--- src/drs_pkg.sv ---
// Package for the display reset sequencer: timing figures, cycle counts, states and carriers.
// Assumes a single 20 MHz core clock.
package drs_pkg;

  // ----------------------------------------------------------------
  // Timing
  // ----------------------------------------------------------------
  localparam int unsigned CLK_PERIOD_NS = 50;
  localparam int unsigned REJECT_NS     = 5000;      // Pulses shorter are rejected
  localparam int unsigned MIN_LOW_NS    = 10000;     // min_reset_low_width
  localparam int unsigned LOAD_MS       = 5;         // Settings load / sleep-in settle
  localparam int unsigned BLANK_MS      = 120;       // Blanking / sleep-out settle
  localparam int unsigned GLITCH_NS     = 1000;      // Spike width tolerated inside a pulse

  // A longest time rounds down, a least time rounds up
  localparam int unsigned REJECT_CYC = REJECT_NS / CLK_PERIOD_NS;
  localparam int unsigned ACCEPT_CYC = (MIN_LOW_NS + CLK_PERIOD_NS - 1) / CLK_PERIOD_NS;
  localparam int unsigned GLITCH_CYC = GLITCH_NS / CLK_PERIOD_NS;
  localparam int unsigned LOAD_CYC   = LOAD_MS * 1000000 / CLK_PERIOD_NS;
  localparam int unsigned BLANK_CYC  = BLANK_MS * 1000000 / CLK_PERIOD_NS;

  localparam int unsigned CNT_W = 24;

  // Reset values of the loaded settings
  localparam logic [7:0] ID_RST   = 8'h00;
  localparam logic [7:0] COMMON_ELECTRODE_SETTING_RST = 8'h00;

  // ----------------------------------------------------------------
  // Types
  // ----------------------------------------------------------------
  typedef enum logic [2:0] {
    ST_RUN,
    ST_HOLD,
    ST_BLANK,
    ST_LOAD,
    ST_SETTLE
  } drs_state_type;

  typedef struct packed {
    logic [7:0] id_byte;
    logic [7:0] common_electrode_setting;
  } drs_nv_type;

endpackage

--- src/drs_sequencer.sv ---
// Display reset sequencer: filters the reset pin, blanks the panel, loads NV settings, times settling.
// Assumes a 20 MHz clock, an asynchronous pin from the host and NV data valid on nv_data.
`timescale 1ns/1ps
// Contract
// - Initialisation runs while the active-low reset input is held low.
// - Low pulses under 5 us are ignored; over 10 us always reset.
// - Spike rejection keeps working inside an accepted reset pulse.
// - Settings load from non-volatile memory on every release, within 5 ms.
// - Reset while awake blanks the display, sequence no longer than 120 ms.
// - Reset while asleep just keeps the display blank.
// - After reset every setting returns to its default.
// - Release time at most 5 ms from sleep, 120 ms from awake.
module drs_sequencer #(
  parameter int unsigned LOAD_CYCLES  = drs_pkg::LOAD_CYC,
  parameter int unsigned BLANK_CYCLES = drs_pkg::BLANK_CYC,
  parameter int unsigned ACCEPT       = drs_pkg::ACCEPT_CYC,
  parameter int unsigned GLITCH       = drs_pkg::GLITCH_CYC
) (
  input  wire logic               clk,            // 20 MHz core clock
  input  wire logic               nrst,           // Power-on reset, active low
  input  wire logic               hw_reset_in_n,  // Reset pin from host, active low
  input  wire logic               sleep_in,       // Panel currently in sleep state
  input  wire drs_pkg::drs_nv_type nv_data,       // Settings held in NV memory
  output drs_pkg::drs_nv_type     settings,       // Loaded settings registers
  output logic                    in_reset,       // Device initialising
  output logic                    display_blank,  // Panel output blanked
  output logic                    blanking,       // Blanking sequence running
  output logic                    cmd_ready,      // Commands accepted
  output logic                    wake_ready      // Wake-from-sleep command allowed
);

  if (LOAD_CYCLES < 2 || BLANK_CYCLES < LOAD_CYCLES || BLANK_CYCLES >= (1 << drs_pkg::CNT_W)) begin : g_bad_timing
    $error("drs_sequencer: bad timing parameters");
  end

  drs_pkg::drs_state_type           state_r;
  logic [drs_pkg::CNT_W-1:0]        cnt_r;
  logic [drs_pkg::CNT_W-1:0]        settle_r;
  logic                             low_s;
  logic                             valid;
  logic                             release_p;

  // ------------------------------------------------------------
  // Pin filter
  // ------------------------------------------------------------
  drs_pulse_filter #(
    .ACCEPT (ACCEPT),
    .GLITCH (GLITCH)
  ) u_filter (
    .clk       (clk),
    .nrst      (nrst),
    .pin_n     (hw_reset_in_n),
    .low_s     (low_s),
    .valid_r   (valid),
    .release_p (release_p)
  );

  // ------------------------------------------------------------
  // Sequence
  // ------------------------------------------------------------
  // Blanking overlaps the pulse and stops at release or after BLANK_CYCLES; loading and settling follow the release
  always_ff @(posedge clk or negedge nrst) begin
    if (!nrst) begin
      state_r     <= drs_pkg::ST_SETTLE;
    end else begin
      case (state_r)
        drs_pkg::ST_RUN: begin
          if (valid) begin
            state_r     <= sleep_in ? drs_pkg::ST_HOLD : drs_pkg::ST_BLANK;
          end
        end
        drs_pkg::ST_BLANK: begin
          // Release first: the pulse lasts one cycle and HOLD would never see it again
          if (release_p) state_r <= drs_pkg::ST_LOAD;
          else if (cnt_r >= drs_pkg::CNT_W'(BLANK_CYCLES - 1)) state_r <= drs_pkg::ST_HOLD;
        end
        drs_pkg::ST_HOLD: begin
          if (release_p) state_r <= drs_pkg::ST_LOAD;
        end
        drs_pkg::ST_LOAD: begin
          if (valid) state_r <= drs_pkg::ST_HOLD;
          else state_r <= drs_pkg::ST_SETTLE;
        end
        drs_pkg::ST_SETTLE: begin
          if (valid) state_r <= drs_pkg::ST_HOLD;
          else if (settle_r >= drs_pkg::CNT_W'(LOAD_CYCLES - 1)) state_r <= drs_pkg::ST_RUN;
        end
        default: state_r <= drs_pkg::ST_RUN;
      endcase
    end
  end

  always_ff @(posedge clk or negedge nrst) begin
    if (!nrst) begin
      cnt_r <= '0;
    end else if (state_r == drs_pkg::ST_BLANK) begin
      cnt_r <= cnt_r + 1'b1;
    end else begin
      cnt_r <= '0;
    end
  end

  // Time since release, saturating; drives command and wake permission
  always_ff @(posedge clk or negedge nrst) begin
    if (!nrst) begin
      settle_r <= '0;
    end else if (valid || state_r == drs_pkg::ST_LOAD) begin
      settle_r <= '0;
    end else if (settle_r != drs_pkg::CNT_W'(BLANK_CYCLES)) begin
      settle_r <= settle_r + 1'b1;
    end
  end

  // Settings return to defaults during reset, then take the NV values on release
  always_ff @(posedge clk or negedge nrst) begin
    if (!nrst) begin
      settings <= '{id_byte: drs_pkg::ID_RST, common_electrode_setting: drs_pkg::COMMON_ELECTRODE_SETTING_RST};
    end else if (state_r == drs_pkg::ST_LOAD) begin
      settings <= nv_data;
    end else if (valid) begin
      settings <= '{id_byte: drs_pkg::ID_RST, common_electrode_setting: drs_pkg::COMMON_ELECTRODE_SETTING_RST};
    end
  end

  assign in_reset      = state_r != drs_pkg::ST_RUN;
  assign blanking      = state_r == drs_pkg::ST_BLANK;
  assign display_blank = state_r != drs_pkg::ST_RUN;
  assign cmd_ready     = state_r == drs_pkg::ST_RUN;
  assign wake_ready    = cmd_ready && settle_r == drs_pkg::CNT_W'(BLANK_CYCLES);

  // ------------------------------------------------------------
  // Checks
  // ------------------------------------------------------------
  property p_sleep_no_blank;
    @(posedge clk) disable iff (!nrst)
      state_r == drs_pkg::ST_RUN && valid && sleep_in |=> !blanking && display_blank;
  endproperty
  a_sleep_no_blank: assert property (p_sleep_no_blank) else $error("blanking ran from sleep");

  property p_awake_blank;
    @(posedge clk) disable iff (!nrst)
      state_r == drs_pkg::ST_RUN && valid && !sleep_in |=> blanking;
  endproperty
  a_awake_blank: assert property (p_awake_blank) else $error("no blanking from awake");

  property p_load_on_release;
    @(posedge clk) disable iff (!nrst)
      release_p |-> ##1 state_r == drs_pkg::ST_LOAD ##1 settings == $past(nv_data);
  endproperty
  a_load_on_release: assert property (p_load_on_release) else $error("settings not loaded at release");

  property p_default_in_reset;
    @(posedge clk) disable iff (!nrst)
      valid && state_r != drs_pkg::ST_LOAD |=> settings.common_electrode_setting == drs_pkg::COMMON_ELECTRODE_SETTING_RST;
  endproperty
  a_default_in_reset: assert property (p_default_in_reset) else $error("settings not at default");

  property p_blank_during_reset;
    @(posedge clk) disable iff (!nrst)
      valid |=> display_blank && !cmd_ready;
  endproperty
  a_blank_during_reset: assert property (p_blank_during_reset) else $error("panel live during reset");

  property p_wake_after_cmd;
    @(posedge clk) disable iff (!nrst)
      wake_ready |-> cmd_ready && settle_r >= drs_pkg::CNT_W'(LOAD_CYCLES);
  endproperty
  a_wake_after_cmd: assert property (p_wake_after_cmd) else $error("wake allowed too early");

  property p_cmd_not_early;
    @(posedge clk) disable iff (!nrst)
      $rose(cmd_ready) |-> settle_r >= drs_pkg::CNT_W'(LOAD_CYCLES - 1);
  endproperty
  a_cmd_not_early: assert property (p_cmd_not_early) else $error("commands enabled early");

  property p_accept_needs_low;
    @(posedge clk) disable iff (!nrst)
      $rose(valid) |-> $past(low_s);
  endproperty
  a_accept_needs_low: assert property (p_accept_needs_low) else $error("reset accepted with pin high");

  property p_blank_bounded;
    @(posedge clk) disable iff (!nrst)
      blanking |-> cnt_r <= drs_pkg::CNT_W'(BLANK_CYCLES - 1);
  endproperty
  a_blank_bounded: assert property (p_blank_bounded) else $error("blanking ran past its limit");

  property p_blank_ends;
    @(posedge clk) disable iff (!nrst)
      blanking && cnt_r == drs_pkg::CNT_W'(BLANK_CYCLES - 1) |=> !blanking && display_blank;
  endproperty
  a_blank_ends: assert property (p_blank_ends) else $error("blanking did not end on time");

  property p_hold_until_release;
    @(posedge clk) disable iff (!nrst)
      state_r == drs_pkg::ST_HOLD && !release_p |=> state_r == drs_pkg::ST_HOLD;
  endproperty
  a_hold_until_release: assert property (p_hold_until_release) else $error("reset left before release");

  property p_hold_blank;
    @(posedge clk) disable iff (!nrst)
      state_r == drs_pkg::ST_HOLD |-> display_blank && !blanking && !cmd_ready;
  endproperty
  a_hold_blank: assert property (p_hold_blank) else $error("hold state not simply blank");

  property p_load_then_settle;
    @(posedge clk) disable iff (!nrst)
      state_r == drs_pkg::ST_LOAD |=> state_r == drs_pkg::ST_SETTLE && settle_r == '0;
  endproperty
  a_load_then_settle: assert property (p_load_then_settle) else $error("load not followed by settling");

  property p_settle_to_run;
    @(posedge clk) disable iff (!nrst)
      state_r == drs_pkg::ST_SETTLE && !valid && settle_r == drs_pkg::CNT_W'(LOAD_CYCLES - 1) |=> cmd_ready;
  endproperty
  a_settle_to_run: assert property (p_settle_to_run) else $error("settling ran too long");

  property p_settings_stable;
    @(posedge clk) disable iff (!nrst)
      cmd_ready ##1 cmd_ready |-> $stable(settings);
  endproperty
  a_settings_stable: assert property (p_settings_stable) else $error("settings changed outside reset");

endmodule // drs_sequencer

--- src/drs_pulse_filter.sv ---
// Filter for the hw_reset_in_n pin: synchroniser, low-width counter and spike rejection.
// Assumes an asynchronous pin; outputs are on clk.
`timescale 1ns/1ps
module drs_pulse_filter #(
  parameter int unsigned ACCEPT = drs_pkg::ACCEPT_CYC,
  parameter int unsigned GLITCH = drs_pkg::GLITCH_CYC
) (
  input  wire logic clk,           // Core clock
  input  wire logic nrst,          // Async reset, active low
  input  wire logic pin_n,         // Raw reset pin
  output logic      low_s,         // Synchronised pin is low
  output logic      valid_r,       // Low pulse accepted, held until filtered release
  output logic      release_p      // One-cycle pulse at filtered release
);

  // Spike tolerance below two cycles would let two noisy samples in a row end a valid pulse
  if (ACCEPT <= GLITCH || GLITCH < 2 || ACCEPT >= (1 << 16)) begin : g_bad_widths
    $error("drs_pulse_filter: bad ACCEPT/GLITCH");
  end

  logic        s1_r;
  logic        s2_r;
  logic [15:0] low_cnt_r;
  logic [15:0] high_cnt_r;

  // ------------------------------------------------------------
  // Synchroniser
  // ------------------------------------------------------------
  always_ff @(posedge clk or negedge nrst) begin
    if (!nrst) begin
      s1_r <= 1'b1;
      s2_r <= 1'b1;
    end else begin
      s1_r <= pin_n;
      s2_r <= s1_r;
    end
  end
  assign low_s = ~s2_r;

  // ------------------------------------------------------------
  // Width measurement
  // ------------------------------------------------------------
  // Low time is counted only while low; a short high spike is forgiven inside a valid pulse
  always_ff @(posedge clk or negedge nrst) begin
    if (!nrst) begin
      low_cnt_r <= 16'h0000;
    end else if (low_s) begin
      if (low_cnt_r != ACCEPT[15:0]) low_cnt_r <= low_cnt_r + 16'h0001;
    end else if (!valid_r || release_p) begin
      // Cleared at release too, else a pulse that follows at once finds the count saturated
      low_cnt_r <= 16'h0000;
    end
  end

  always_ff @(posedge clk or negedge nrst) begin
    if (!nrst) begin
      high_cnt_r <= 16'h0000;
    end else if (valid_r && !low_s) begin
      high_cnt_r <= high_cnt_r + 16'h0001;
    end else begin
      high_cnt_r <= 16'h0000;
    end
  end

  always_ff @(posedge clk or negedge nrst) begin
    if (!nrst) begin
      valid_r <= 1'b0;
    end else if (!valid_r && low_s && low_cnt_r == ACCEPT[15:0] - 16'h0001) begin
      valid_r <= 1'b1;
    end else if (valid_r && !low_s && high_cnt_r == GLITCH[15:0]) begin
      valid_r <= 1'b0;
    end
  end

  assign release_p = valid_r && !low_s && high_cnt_r == GLITCH[15:0];

  // ------------------------------------------------------------
  // Checks
  // ------------------------------------------------------------
  property p_spike_reject;
    @(posedge clk) disable iff (!nrst)
      (!valid_r && low_s && low_cnt_r < 16'(drs_pkg::REJECT_CYC)) ##1 !low_s |-> ##1 !valid_r;
  endproperty
  a_spike_reject: assert property (p_spike_reject) else $error("short low spike was accepted");

  property p_glitch_hold;
    @(posedge clk) disable iff (!nrst)
      valid_r && low_s ##1 !low_s [*2] |-> valid_r;
  endproperty
  a_glitch_hold: assert property (p_glitch_hold) else $error("valid pulse dropped on a spike");

endmodule // drs_pulse_filter

--- config.mk ---
export PLATFORM = sky130hd
export DESIGN_NAME = drs_sequencer
export DESIGN_NICKNAME = d
export VERILOG_FILES = /design/src/drs_pkg.sv /design/src/drs_sequencer.sv /design/src/drs_pulse_filter.sv
export SDC_FILE = /design/constraint.sdc
export NUM_CORES = 1
export LEC_CHECK = 0
export BUFFER_PORTS_ARGS = -buffer_cell sky130_fd_sc_hd__buf_4
export CAP_MARGIN = 20
export CORE_MARGIN = 5
export CORE_UTILIZATION = 40
export CTS_CLUSTER_DIAMETER = 200
export DETAILED_ROUTE_END_ITERATION = 12
export GPL_TIMING_DRIVEN = 1
export REMOVE_ABC_BUFFERS = 1
export SKIP_CTS_REPAIR_TIMING = 1
export SLEW_MARGIN = 20
export SYNTH_ARGS = -nofsm -noshare
export SYNTH_HDL_FRONTEND = slang
export SYNTH_SLANG_ARGS = --single-unit
--- constraint.sdc ---
create_clock -name clk -period 4 [get_ports clk]
set_input_delay 0.2 -clock clk [delete_from_list [all_inputs] [get_ports clk]]
set_output_delay 0.2 -clock clk [all_outputs]
set_load 0.01 [all_outputs]
======== Word level (Yosys, flattened, before mapping) ========
Cells that the tools add are included.
operators by class
  bitwise logic cells ..................... 1
  multipliers ............................. 0
  eq/ne operators ......................... 14
  $lt $le $gt $ge ......................... 2
  add/sub/neg operators ................... 4
  mux-type cells .......................... 20
  reduce and logical (&&, ||, !) cells .... 16
  shift operators ......................... 0
  divide/modulo/power cells ............... 0
operators with widths
  kind                                                                 count
  2-to-1 mux 16 bit                                                    6
  2-to-1 mux 24 bit                                                    3
  adder 24 x 1 -> 24 bit, second input constant                        2
  adder 16 x 1 -> 16 bit, second input constant                        2
  equality test 24 x 22 -> 1 bit, second input constant                1
  greater-or-equal comparator 24 x 17 -> 1 bit, second input constant  1
  greater-or-equal comparator 24 x 22 -> 1 bit, second input constant  1
  != test 24 x 22 -> 1 bit, second input constant                      1
  2-to-1 mux 3 bit                                                     7
  equality test 16 x 5 -> 1 bit, second input constant                 1
  equality test 16 x 8 -> 1 bit, second input constant                 1
  != test 16 x 8 -> 1 bit, second input constant                       1
  case mux 3 bit (5 select lines)                                      1
  nonzero test 2 bit                                                   4
  equality test 3 x 2 -> 1 bit, second input constant                  2
  logical AND 1 bit                                                    5
  != test 2 x 1 -> 1 bit, second input constant                        2
  AND reduction 4 bit                                                  1
  equality test 3 x 1 -> 1 bit, second input constant                  1
  equality test 3 bit, second input constant                           1
  zero test 3 bit                                                      1
  != test 3 x 1 -> 1 bit, second input constant                        1
  != test 3 x 2 -> 1 bit, second input constant                        1
  nonzero test 3 bit                                                   1
  7 further kinds                                                      9
storage, ports and cells
  memories ................................ 0
  RAM bits ................................ 0
  flip-flop bits (word level) ............. 102
  bits in latches ......................... 0
  bits in read-only memories .............. 0
  input bits .............................. 20
  output and inout port bits .............. 21
  logic and storage cells ................. 67

======== Depth between registers and ports, before layout ========
Gate-level depths: netlist of run 1.
  word-level depth ........................ 5
  gate-level depth with buffers ........... 8
  gate-level depth less buffers ........... 8

======== Modules after synthesis ========
A second synthesis of run 1 with hierarchy kept.
second synthesis, totals
  cell total of the unflattened synthesis .. 594
  area total of the unflattened synthesis .. 5,485.3 µm²
by module, submodules not included
  module            cells each  instances  seq. area each (µm²)  area each (µm²)
  drs_sequencer     394         1          1,677.9               3,577.2
  drs_pulse_filter  200         1          878.3                 1,908.1

======== Worst setup path before layout of run 1 ========
OpenSTA, ideal clock, no wires.
  path type ............................... register -> register
  from .................................... register u_filter.high_cnt_r[0]
  to ...................................... register state_r[0]
  required time ........................... 3.874 ns
  path slack .............................. 2.117 ns
  buffers on the path ..................... 0
  cell stages (with the launch flop) ...... 8
  arrival time ............................ 1.757 ns
  period minus slack after synthesis ...... 1.883 ns
  library setup time ...................... 0.126 ns
  path through ............................ dfrtp_1 inv_1 ha_1 and4bb_1 nand4_1 nor2_1 or4_4 a221o_1
on the way
  word-level cells in the longest chain between the ends .. 4
  elaborated cells between the ends (all ways) .. 7
  classes of those cells .................. eq/ne (3); mux (2); reduce/logical (2)
RTL lines
  item                                                                    RTL line                text
  from (decl)                                                             drs_pulse_filter.sv:24  logic [15:0] high_cnt_r;
  from (signal assigned)                                                  drs_pulse_filter.sv:59  high_cnt_r <= high_cnt_r + 16'h0001;
  equality test 16 x 5 -> 1 bit (*)                                       drs_pulse_filter.sv:75  assign release_p = valid_r && !low_s && high_cnt_r == GLITCH[15:0];
  logical AND 1 bit (*)                                                   drs_pulse_filter.sv:75
  2-to-1 mux 3 bit, or another cell as far along                          drs_sequencer.sv:74     if (release_p) state_r <= drs_pkg::ST_LOAD;
  case mux 3 bit (5 select lines) or AND reduction 4 bit (tied branches)  --
  to (signal assigned)                                                    drs_sequencer.sv:69     state_r <= sleep_in ? drs_pkg::ST_HOLD : drs_pkg::ST_BLANK;
  to (signal assigned)                                                    drs_sequencer.sv:74
  to (signal assigned)                                                    drs_sequencer.sv:75     else if (cnt_r >= drs_pkg::CNT_W'(BLANK_CYCLES - 1)) state_r <= drs_pkg::ST_HOLD;
  to (decl)                                                               drs_sequencer.sv:36     drs_pkg::drs_state_type state_r;
Mark *: on every way between the ends. The rest lies on a longest branch, timed or not.
A chain may end at the register's enable or synchronous reset.

======== Worst setup path after layout of run 1 ========
  from .................................... register state_r[2]
  to ...................................... output blanking
on the way
  word-level cells in the longest chain between the ends .. 1
RTL lines
  item                          RTL line              text
  from (signal assigned)        drs_sequencer.sv:64   state_r <= drs_pkg::ST_SETTLE;
  from (signal assigned)        drs_sequencer.sv:69
  from (signal assigned)        drs_sequencer.sv:74
  equality test 3 x 2 -> 1 bit  drs_sequencer.sv:126  assign blanking = state_r == drs_pkg::ST_BLANK;
  to (decl)                     drs_sequencer.sv:27   output logic blanking,
No other way between the ends.

==> results.toml, run 1 <==
[outcome]
status = "complete, but fails checks"
failed_checks = "hold timing"

[layout]
layout_commonest_cell = "dfrtp_1"
drive_gt1_share_pct = 13.1
final_cell_mix = "dfrtp_1 (99), nor2_1 (84), nand2_1 (63)"
fin_util_pct = 46.7
diodes = 0
final_cells = 760
final_nets = 611
fin_area_um2 = 5890
area_delta_synth_final_pct = 14.3

[global_routing]
grt_use_total_pct = 15.0
grt_max_degree = 72
grt.overflow.total = 0
grt_pass1_wl_mm = 18.2
first_global_vias = 3863
antenna_found_initial = 0

[floorplanning]
start_util_pct = 40.8
fp.dieW_um = 123
io_pins = 41
row_count = 41
dieArea_um2 = 15300
die_height_um = 123
core_um2 = 12600

[clock_network]
ctsLongestPathBuffers = 2
clock_sinks = 102
cts_tree = "done"
root_buffer = "clkbuf_16"
htreeDepth = 3
clk_pin_slew_ps = 70
cts_buffers = 9
clkLatencyLatePin_ps = 350

[hold_path]
holdCritPathClass = "in -> async"

[sta]
max_freq_mhz = 460
fin_setup_tns_ps = 0
final_max_slew_viol_count = 0
worst_slew_pin_slew_ps = 1020
fin_crit_sh_pct = 54.4
hold_slack_ps = -33.2
slew-limit-headroom_pct = 31.6
rsz0062_at_grt = "false"
min_period_ps = 2180
setup_violations = 0
final_hold_viol_count = 40
clock_skew_ps = 7.43

[logic_synthesis]
synthTopCellsByArea = "dfrtp_1 (48%), nor2_1 (6.1%), xnor2_1 (4.9%)"
syn_area_um2 = 5150
seq_area_frac_synth_pct = 49.6
synth_top_area_share_pct = 48.1
synth_compound_area_share_pct = 6.22
yosys_warnings = 0
synth_ff_type = "dfrtp_1"
syn-instance-count = 547
synth-edff-count = 0
synth_seq_cells = 102
synth_simple_gate_area_share_pct = 29.7
synthAdderAreaFrac_pct = 1.70
synth-xor-area-share_pct = 9.52
synth_top_area_cell = "dfrtp_1"
synthDistinctLibCells = 52
synth_top_family_by_area = "simple AND/OR/NAND/NOR gates"
synthArstFlopShare_pct = 100
synthMuxAreaShare_pct = 0.194
syn_area_per_cell_um2 = 9.42

[route]
top_layer = "met4"
routed_wl_mm = 10.6
met1_length_mm = 4.88
first_pass_iters = 4
dr_wl_met2_mm = 5.21
wl_met3_um = 311
via_per_inst = 5.20
drt_iter0_drc = 201
vias = 3950
drcViolationCount = 0
post_drt_wl_per_cell_um = 13.9
ant_nets = 0

[critical_path]
critPathCaptureType = "output port"
slowest_delay_ps = 640
cp_max_fo = 24
worstPathArrival_ps = 1980
crit_type = "reg -> out"
required_ps = 3800
cp_slowest_cell = "dfstp_2"
path_cells = "nor2_1 -> nand2_1 -> inv_1 -> buf_4"
startpoint_type = "flip-flop"

[place]
port_buffers = 40
place_congestion = 0.777
hpwl_mm = 7.30
dp_cells = 744
placed_area_um2 = 5610

[power_and_ir_drop]
pwr_density_cell_nw_per_um2 = 322
ir_drop_uv = 209
power_leakage_nw = 2.39

[run]
cap_violations = 0
## flip-flops by register name (all words and copies together) (netlist names)
| register | flops |
|---|---|
| cnt_r | 24 |
| state_r | 3 |
| u_filter.s2_r | 1 |
| u_filter.high_cnt_r | 16 |
| settle_r | 24 |
| u_filter.valid_r | 1 |
| u_filter.s1_r | 1 |
| u_filter.low_cnt_r | 16 |
| settings | 16 |
## synth_stat cells, drive strengths merged (3+ instances only)
library cell and number:
a21oi 22, and3 10, and4 5, buf 5, clkbuf 13, dfrtp 99, dfstp 3, ha 7
inv 19, nand2 63, nand3 28, nand3b 18, nand4 18, nor2 84, nor2b 5, nor3 15
nor3b 3, nor4 10, nor4b 3, o21ai 22, or3 18, xnor2 29, xor2 27
## critical path: cells and delay by family, from the launching register on
family	cells	cell delay (ps)
simple gates	2	710
flops	1	640
buf+inv	2	270
## area by class of cell
class / instances / area [um^2]
sequential: 102 / 2560
inverter: 19 / 71.3
clock inverter: 5 / 36.3
tap: 172 / 215
multi-input combinational: 408 / 2450
clock buffer: 10 / 229
fill: 1244 / 6730
timing repair buffer: 44 / 333
## layer usage
metal | vias to the layer above | global-route usage (%)
met2 | 52 | 24.6
met5 | - | 0
met4 | 0 | 5.67
li1 | 1948 | -
met3 | 13 | 3.34
met1 | 1937 | 19.4
## through the flow
stage / setup slack (ps) / power [mW] / hold slack [ps]
2_1_floorplan: 2080 / 1.07 / -95.6
3_3_place_gp: 1710 / 1.11 / 309
3_5_place_dp: 1690 / 1.11 / 312
4_1_cts: 1690 / 1.92 / -62.3
5_1_grt: 1640 / 1.97 / 30.7
6_report: 1820 / 1.90 / -33.2
## cell families (layout without fill, tap and decap cells)
family / Yosys count / after routing
AND/OR/NAND/NOR: 288 / 288
XOR/XNOR: 56 / 56
buffers and inverters: 37 / 78
adder cells (fa/ha/maj): 7 / 7
AO/OA/AOI/OAI: 56 / 56
multiplexers: 1 / 1
flip-flops: 102 / 102
## where the power goes
group	switching, mW	internal (mW)	total (mW)
clock	0.392	0.420	0.812
combinational	0.0299	0.0174	0.0473
sequential	0.00369	1.04	1.04
total	0.425	1.47	1.90
## final timing paths
kind | slack (ps) | cells after the start | startpoint | endpoint
setup reg to reg | 1900 | 5 | settle_r[14] | state_r[0]
hold reg to reg | 360 | 0 | u_filter.s1_r | u_filter.s2_r
max in group asynchronous | 3070 | 2 | nrst | state_r[2]
hold / removal | -30 | 1 | nrst | cnt_r[10]
min in group clk | 30 | 3 | nv_data[0] | settings[0]
setup / recovery | 1820 | 4 | state_r[2] | blanking
Power figures use the tool's default switching activity.
==> run 2, diff against run 1 <==
==> constraint.sdc (replaced) <==
create_clock -name clk -period 1.8 [get_ports clk]
set_input_delay 0.09 -clock clk [delete_from_list [all_inputs] [get_ports clk]]
set_output_delay 0.09 -clock clk [all_outputs]
set_load 0.01 [all_outputs]
==> results.toml, run 2 (synthesis results as in run 1) <==
[floorplanning]
dieArea_um2 = 15300
core_um2 = 12600
die_height_um = 123
fp.dieW_um = 123
start_util_pct = 40.8
row_count = 41
io_pins = 41

[clock_network]
root_buffer = "clkbuf_16"
cts_buffers = 9
clk_pin_slew_ps = 70
htreeDepth = 3
clock_sinks = 102
ctsLongestPathBuffers = 2
clkLatencyLatePin_ps = 350
cts_tree = "done"

[critical_path]
slowest_delay_ps = 570
cp_slowest_cell = "or4_4"
worstPathArrival_ps = 2150
required_ps = 2040
critPathCaptureType = "flip-flop"
ff2ff_setup_slack_ps = -110
crit_type = "reg -> reg"
startpoint_type = "flip-flop"
path_cells = "buf_4 -> o21ai_0 -> a32oi_1 -> or4_4 -> a221o_1"
cp_max_fo = 4

[route]
ant_nets = 0
via_per_inst = 5.08
routed_wl_mm = 12.1
post_drt_wl_per_cell_um = 14.1
vias = 4363
first_pass_iters = 4
drcViolationCount = 0
drt_iter0_drc = 215

[sta]
fin_crit_sh_pct = 106
clock_skew_ps = 6.68
final_hold_viol_count = 0
final_max_slew_viol_count = 0
max_freq_mhz = 523
setup_slack_ps = -112
rsz0062_at_grt = "true"
fin_setup_tns_ps = -492
setup_violations = 7
min_period_ps = 1910
worst_slew_pin_slew_ps = 436
slew-limit-headroom_pct = 70.9

[power_and_ir_drop]
switching_share_pct = 21.3
ir_drop_uv = 447
p_switching_mw = 0.974
pwr_density_cell_nw_per_um2 = 656
power_frac_seq_pct = 50.5
p_int_mw = 3.59
power_leakage_nw = 3.00
comb_power_share_pct = 3.3
p_clk_share_pct = 46.1
total_power_mw = 4.57

[layout]
diodes = 0
area_delta_synth_final_pct = 35.2
drive_gt1_share_pct = 27.8
final_cell_mix = "buf_4 (115), dfrtp_1 (97), nor2_1 (81)"
final_nets = 709
layout_commonest_cell = "buf_4"
top_regs = "cnt_r (24), settle_r (24)"

[global_routing]
met3_usage_pct = 2.42
use_met2_pct = 25.5
grt-busiest-layer = "met2"
globalRouteMet1Util_pct = 21.0
first_global_vias = 4208
grt_use_total_pct = 15.8
grt.overflow.total = 0
grt_max_degree = 45
antenna_found_initial = 0
grt_pass1_wl_mm = 19.3

[place]
place_congestion = 0.825
hpwl_mm = 8.34
port_buffers = 40

[outcome]
failed_checks = "setup timing"
status = "complete, but fails checks"

[hold_path]
holdCritPathClass = "in -> async"

[run]
cap_violations = 0
==> run 2: cell types whose count changed in the layout (fill, tap and decap cells not counted), moves of 3 or more <==
cell | previous run | this run
nor3_4 | 0 | 4
a21oi_2 | 0 | 3
nor2_1 | 84 | 81
nor2b_1 | 5 | 2
a21oi_1 | 22 | 19
buf_6 | 0 | 6
nor3_1 | 13 | 9
ha_2 | 0 | 3
dlygate4sd3_1 | 1 | 18
nor4_1 | 7 | 4
ha_1 | 7 | 4
buf_4 | 43 | 115
==> run 2: final timing paths <==
check | end | from | cells after the start
setup / recovery | state_r[0] | cnt_r[20] | 5
hold / removal | cnt_r[14] | nrst | 2
setup reg to reg | state_r[0] | cnt_r[20] | 5
hold reg to reg | u_filter.s2_r | u_filter.s1_r | 0
max in group asynchronous | u_filter.low_cnt_r[3] | nrst | 3
min in group clk | state_r[0] | sleep_in | 4
==> run 2: final cells by class <==
| class | count | area [um^2] |
|---|---|---|
| Sequential cell | 102 | 2560 |
| Clock inverter | 7 | 98.8 |
| Inverter | 19 | 71.3 |
| Multi-Input combinational cell | 408 | 2640 |
| Tap cell | 172 | 215 |
| Clock buffer | 9 | 225 |
| Timing Repair Buffer | 142 | 1160 |
| Fill cell | 1145 | 5650 |
==> run 2: critical path, delay by kind of cell, from the launching register on <==
kind                   cells  cell delay (ps)
AO/OA/AOI/OAI              3              680
buffers and inverters      1              150
flip-flops                 1              400
AND/OR/NAND/NOR            1              570
==> run 2: per-layer routing <==
| layer | vias up | wire (um) |
|---|---|---|
| met5 | - | 0 |
| met4 | 0 | 269 |
| met3 | 19 | 301 |
| met2 | 62 | 5910 |
| met1 | 2129 | 5640 |
| li1 | 2153 | - |
==> run 2: through the flow <==
| stage | hold WS [ps] | instance area [um^2] | cells | worst slack (ps) | utilization (%) |
|---|---|---|---|---|---|
| after global routing | 287 | 6970 | 859 | -245 | 55.2 |
| after CTS | -313 | 6520 | 834 | -117 | 51.6 |
| after floorplan | -206 | 5070 | 529 | -118 | - |
| final | 226 | 6970 | 859 | -112 | 55.2 |
| after detailed placement | 67.1 | 6190 | 818 | -111 | 49.1 |
| after global placement | 65.9 | 6190 | 818 | -88.7 | 49.1 |
==> run 2: power groups by stage <==
| stage | Sequential, mW | Clock [mW] | Combinational [mW] |
|---|---|---|---|
| detailed placement | 2.35 | 0 | 0.120 |
| CTS | 2.31 | 2.16 | 0.120 |
| floorplan | 2.35 | 0 | 0.0212 |
| global placement | 2.35 | 0 | 0.117 |
| global route | 2.31 | 2.25 | 0.172 |
| finish | 2.31 | 2.11 | 0.151 |
==> run 3, diff against run 2 <==
--- a/config.mk
+++ b/config.mk
@@ -7,11 +7,14 @@
 export LEC_CHECK = 0
 export BUFFER_PORTS_ARGS = -buffer_cell sky130_fd_sc_hd__buf_4
 export CAP_MARGIN = 20
+export CELL_PAD_IN_SITES_DETAIL_PLACEMENT = 2
+export CELL_PAD_IN_SITES_GLOBAL_PLACEMENT = 2
 export CORE_MARGIN = 5
-export CORE_UTILIZATION = 40
+export CORE_UTILIZATION = 34
 export CTS_CLUSTER_DIAMETER = 200
 export DETAILED_ROUTE_END_ITERATION = 12
 export GPL_TIMING_DRIVEN = 1
+export PLACE_DENSITY_LB_ADDON = 0.1
 export REMOVE_ABC_BUFFERS = 1
 export SKIP_CTS_REPAIR_TIMING = 1
 export SLEW_MARGIN = 20
==> results.toml, run 3 (synthesis results as in run 1) <==
[critical_path]
path_buf_inv = 0
slowest_delay_ps = 380
timing.rr.start = "cnt_r[20]"
path_cells = "nor4_1 -> nand2_1 -> nor4b_2 -> or4_4 -> o211ai_1 -> a221o_1"
worstPathArrival_ps = 2170
critPathCaptureType = "flip-flop"
crit_family = "simple AND/OR/NAND/NOR gates"
crit_type = "reg -> reg"
cp_slowest_cell = "dfrtp_1"
startpoint = "cnt_r[20]"
cp_max_fo = 4
ff2ff_setup_slack_ps = -120
startpoint_type = "flip-flop"
required_ps = 2050

[sta]
worst_slew_pin_slew_ps = 398
max_freq_mhz = 521
final_hold_viol_count = 0
rsz0062_at_grt = "true"
clock_skew_ps = 10.1
min_period_ps = 1920
slew-limit-headroom_pct = 73.5
final_max_slew_viol_count = 0
hold_slack_ps = 242
setup_violations = 10
fin_crit_sh_pct = 107
setup_slack_ps = -120

[floorplanning]
core_um2 = 15000
dieArea_um2 = 17700
io_pins = 41
start_util_pct = 34.3
fp.dieW_um = 133
die_height_um = 133
row_count = 45

[layout]
final_cells = 888
diodes = 0
layout_commonest_cell = "buf_4"
final_nets = 722
drive_gt1_share_pct = 30.7
top_regs = "cnt_r (24), settle_r (24)"
fillerInstances = 1611
register_area_um2 = 2560
area_delta_synth_final_pct = 38.9
multi_input_comb_area_um2 = 2740
final_cell_mix = "buf_4 (129), dfrtp_1 (99), nor2_1 (78)"

[route]
via_per_inst = 5.17
drcViolationCount = 0
drt_iter0_drc = 136
first_pass_iters = 4
vias = 4589
post_drt_wl_per_cell_um = 18.3
ant_nets = 0
routed_wl_mm = 16.3

[clock_network]
cts_buffers = 9
root_buffer = "clkbuf_16"
clock_sinks = 102
clk_pin_slew_ps = 70
ctsLongestPathBuffers = 2
cts_tree = "done"
clkLatencyLatePin_ps = 360
htreeDepth = 3

[place]
place_congestion = 0.782
dp_cells = 840
port_buffers = 40
hpwl_mm = 10.8
dp_slack_ps = -136

[global_routing]
first_global_vias = 4925
grt_use_total_pct = 17.8
grt_pass1_wl_mm = 25.6
antenna_found_initial = 0
grt_max_degree = 61
grt.overflow.total = 0

[power_and_ir_drop]
ir_drop_uv = 465
power_leakage_nw = 3.11
total_power_mw = 4.49
pwr_density_cell_nw_per_um2 = 627

[outcome]
failed_checks = "setup timing"
status = "complete, but fails checks"

[hold_path]
holdCritPathClass = "in -> reg"
worstHoldStart = "sleep_in"

[run]
cap_violations = 0
-- run 3: changes by cell type in the layout (fill, tap and decap cells not counted), sizes merged --
cell | previous run | this run
clkinv | 1 | 3
inv | 19 | 20
clkinvlp | 4 | 2
buf | 123 | 136
nand4 | 18 | 19
clkbuf | 10 | 9
bufinv | 2 | 1
-- run 3: routing by layer --
layer	vias up	share of wire, %	track usage [%]
li1	2174	-	-
met1	2355	43	21.9
met2	47	53	31.9
met3	13	2.7	4.31
met4	0	1.2	3.94
met5	-	0	0
-- run 3: where the power goes --
group	internal, mW	switching, mW	total [mW]	leakage (nW)
logic	0.0728	0.0844	0.157	1.65
registers	2.30	0.0102	2.31	1.31
clock network	1.08	0.939	2.02	0.142
-- run 3: area by class of cell --
type,count,area share (%)
Sequential cell,102,35.7
Tap cell,188,3.29
Multi-Input combinational cell,409,38.3
Timing Repair Buffer,154,17.5
Clock buffer,9,3.15
Clock inverter,7,1.01
Inverter,19,1.03
-- run 3: tightest hold or removal path, cell delays in order --
cell and delay, ps:
buf_4 110, a21oi_1 60, nor3_1 150, a221o_1 160
-- run 3: path summary, 6_finish.rpt --
path,endpoint,depth (start not counted)
max,state_r[0],6
min,state_r[0],4
max reg2reg,state_r[0],6
min reg2reg,u_filter.s2_r,0
max in group asynchronous,state_r[2],3
min in group asynchronous,cnt_r[7],3
-- run 3: stage by stage --
stage               instance area [um^2]  setup TNS [ps]  utilization (%)
floorplan                           5070            -254                -
global placement                    6260            -441             41.6
detailed placement                  6260           -1250             41.6
CTS                                 6560           -2130             43.6
global route                        7150           -2460             47.6
finish                              7150            -551             47.6
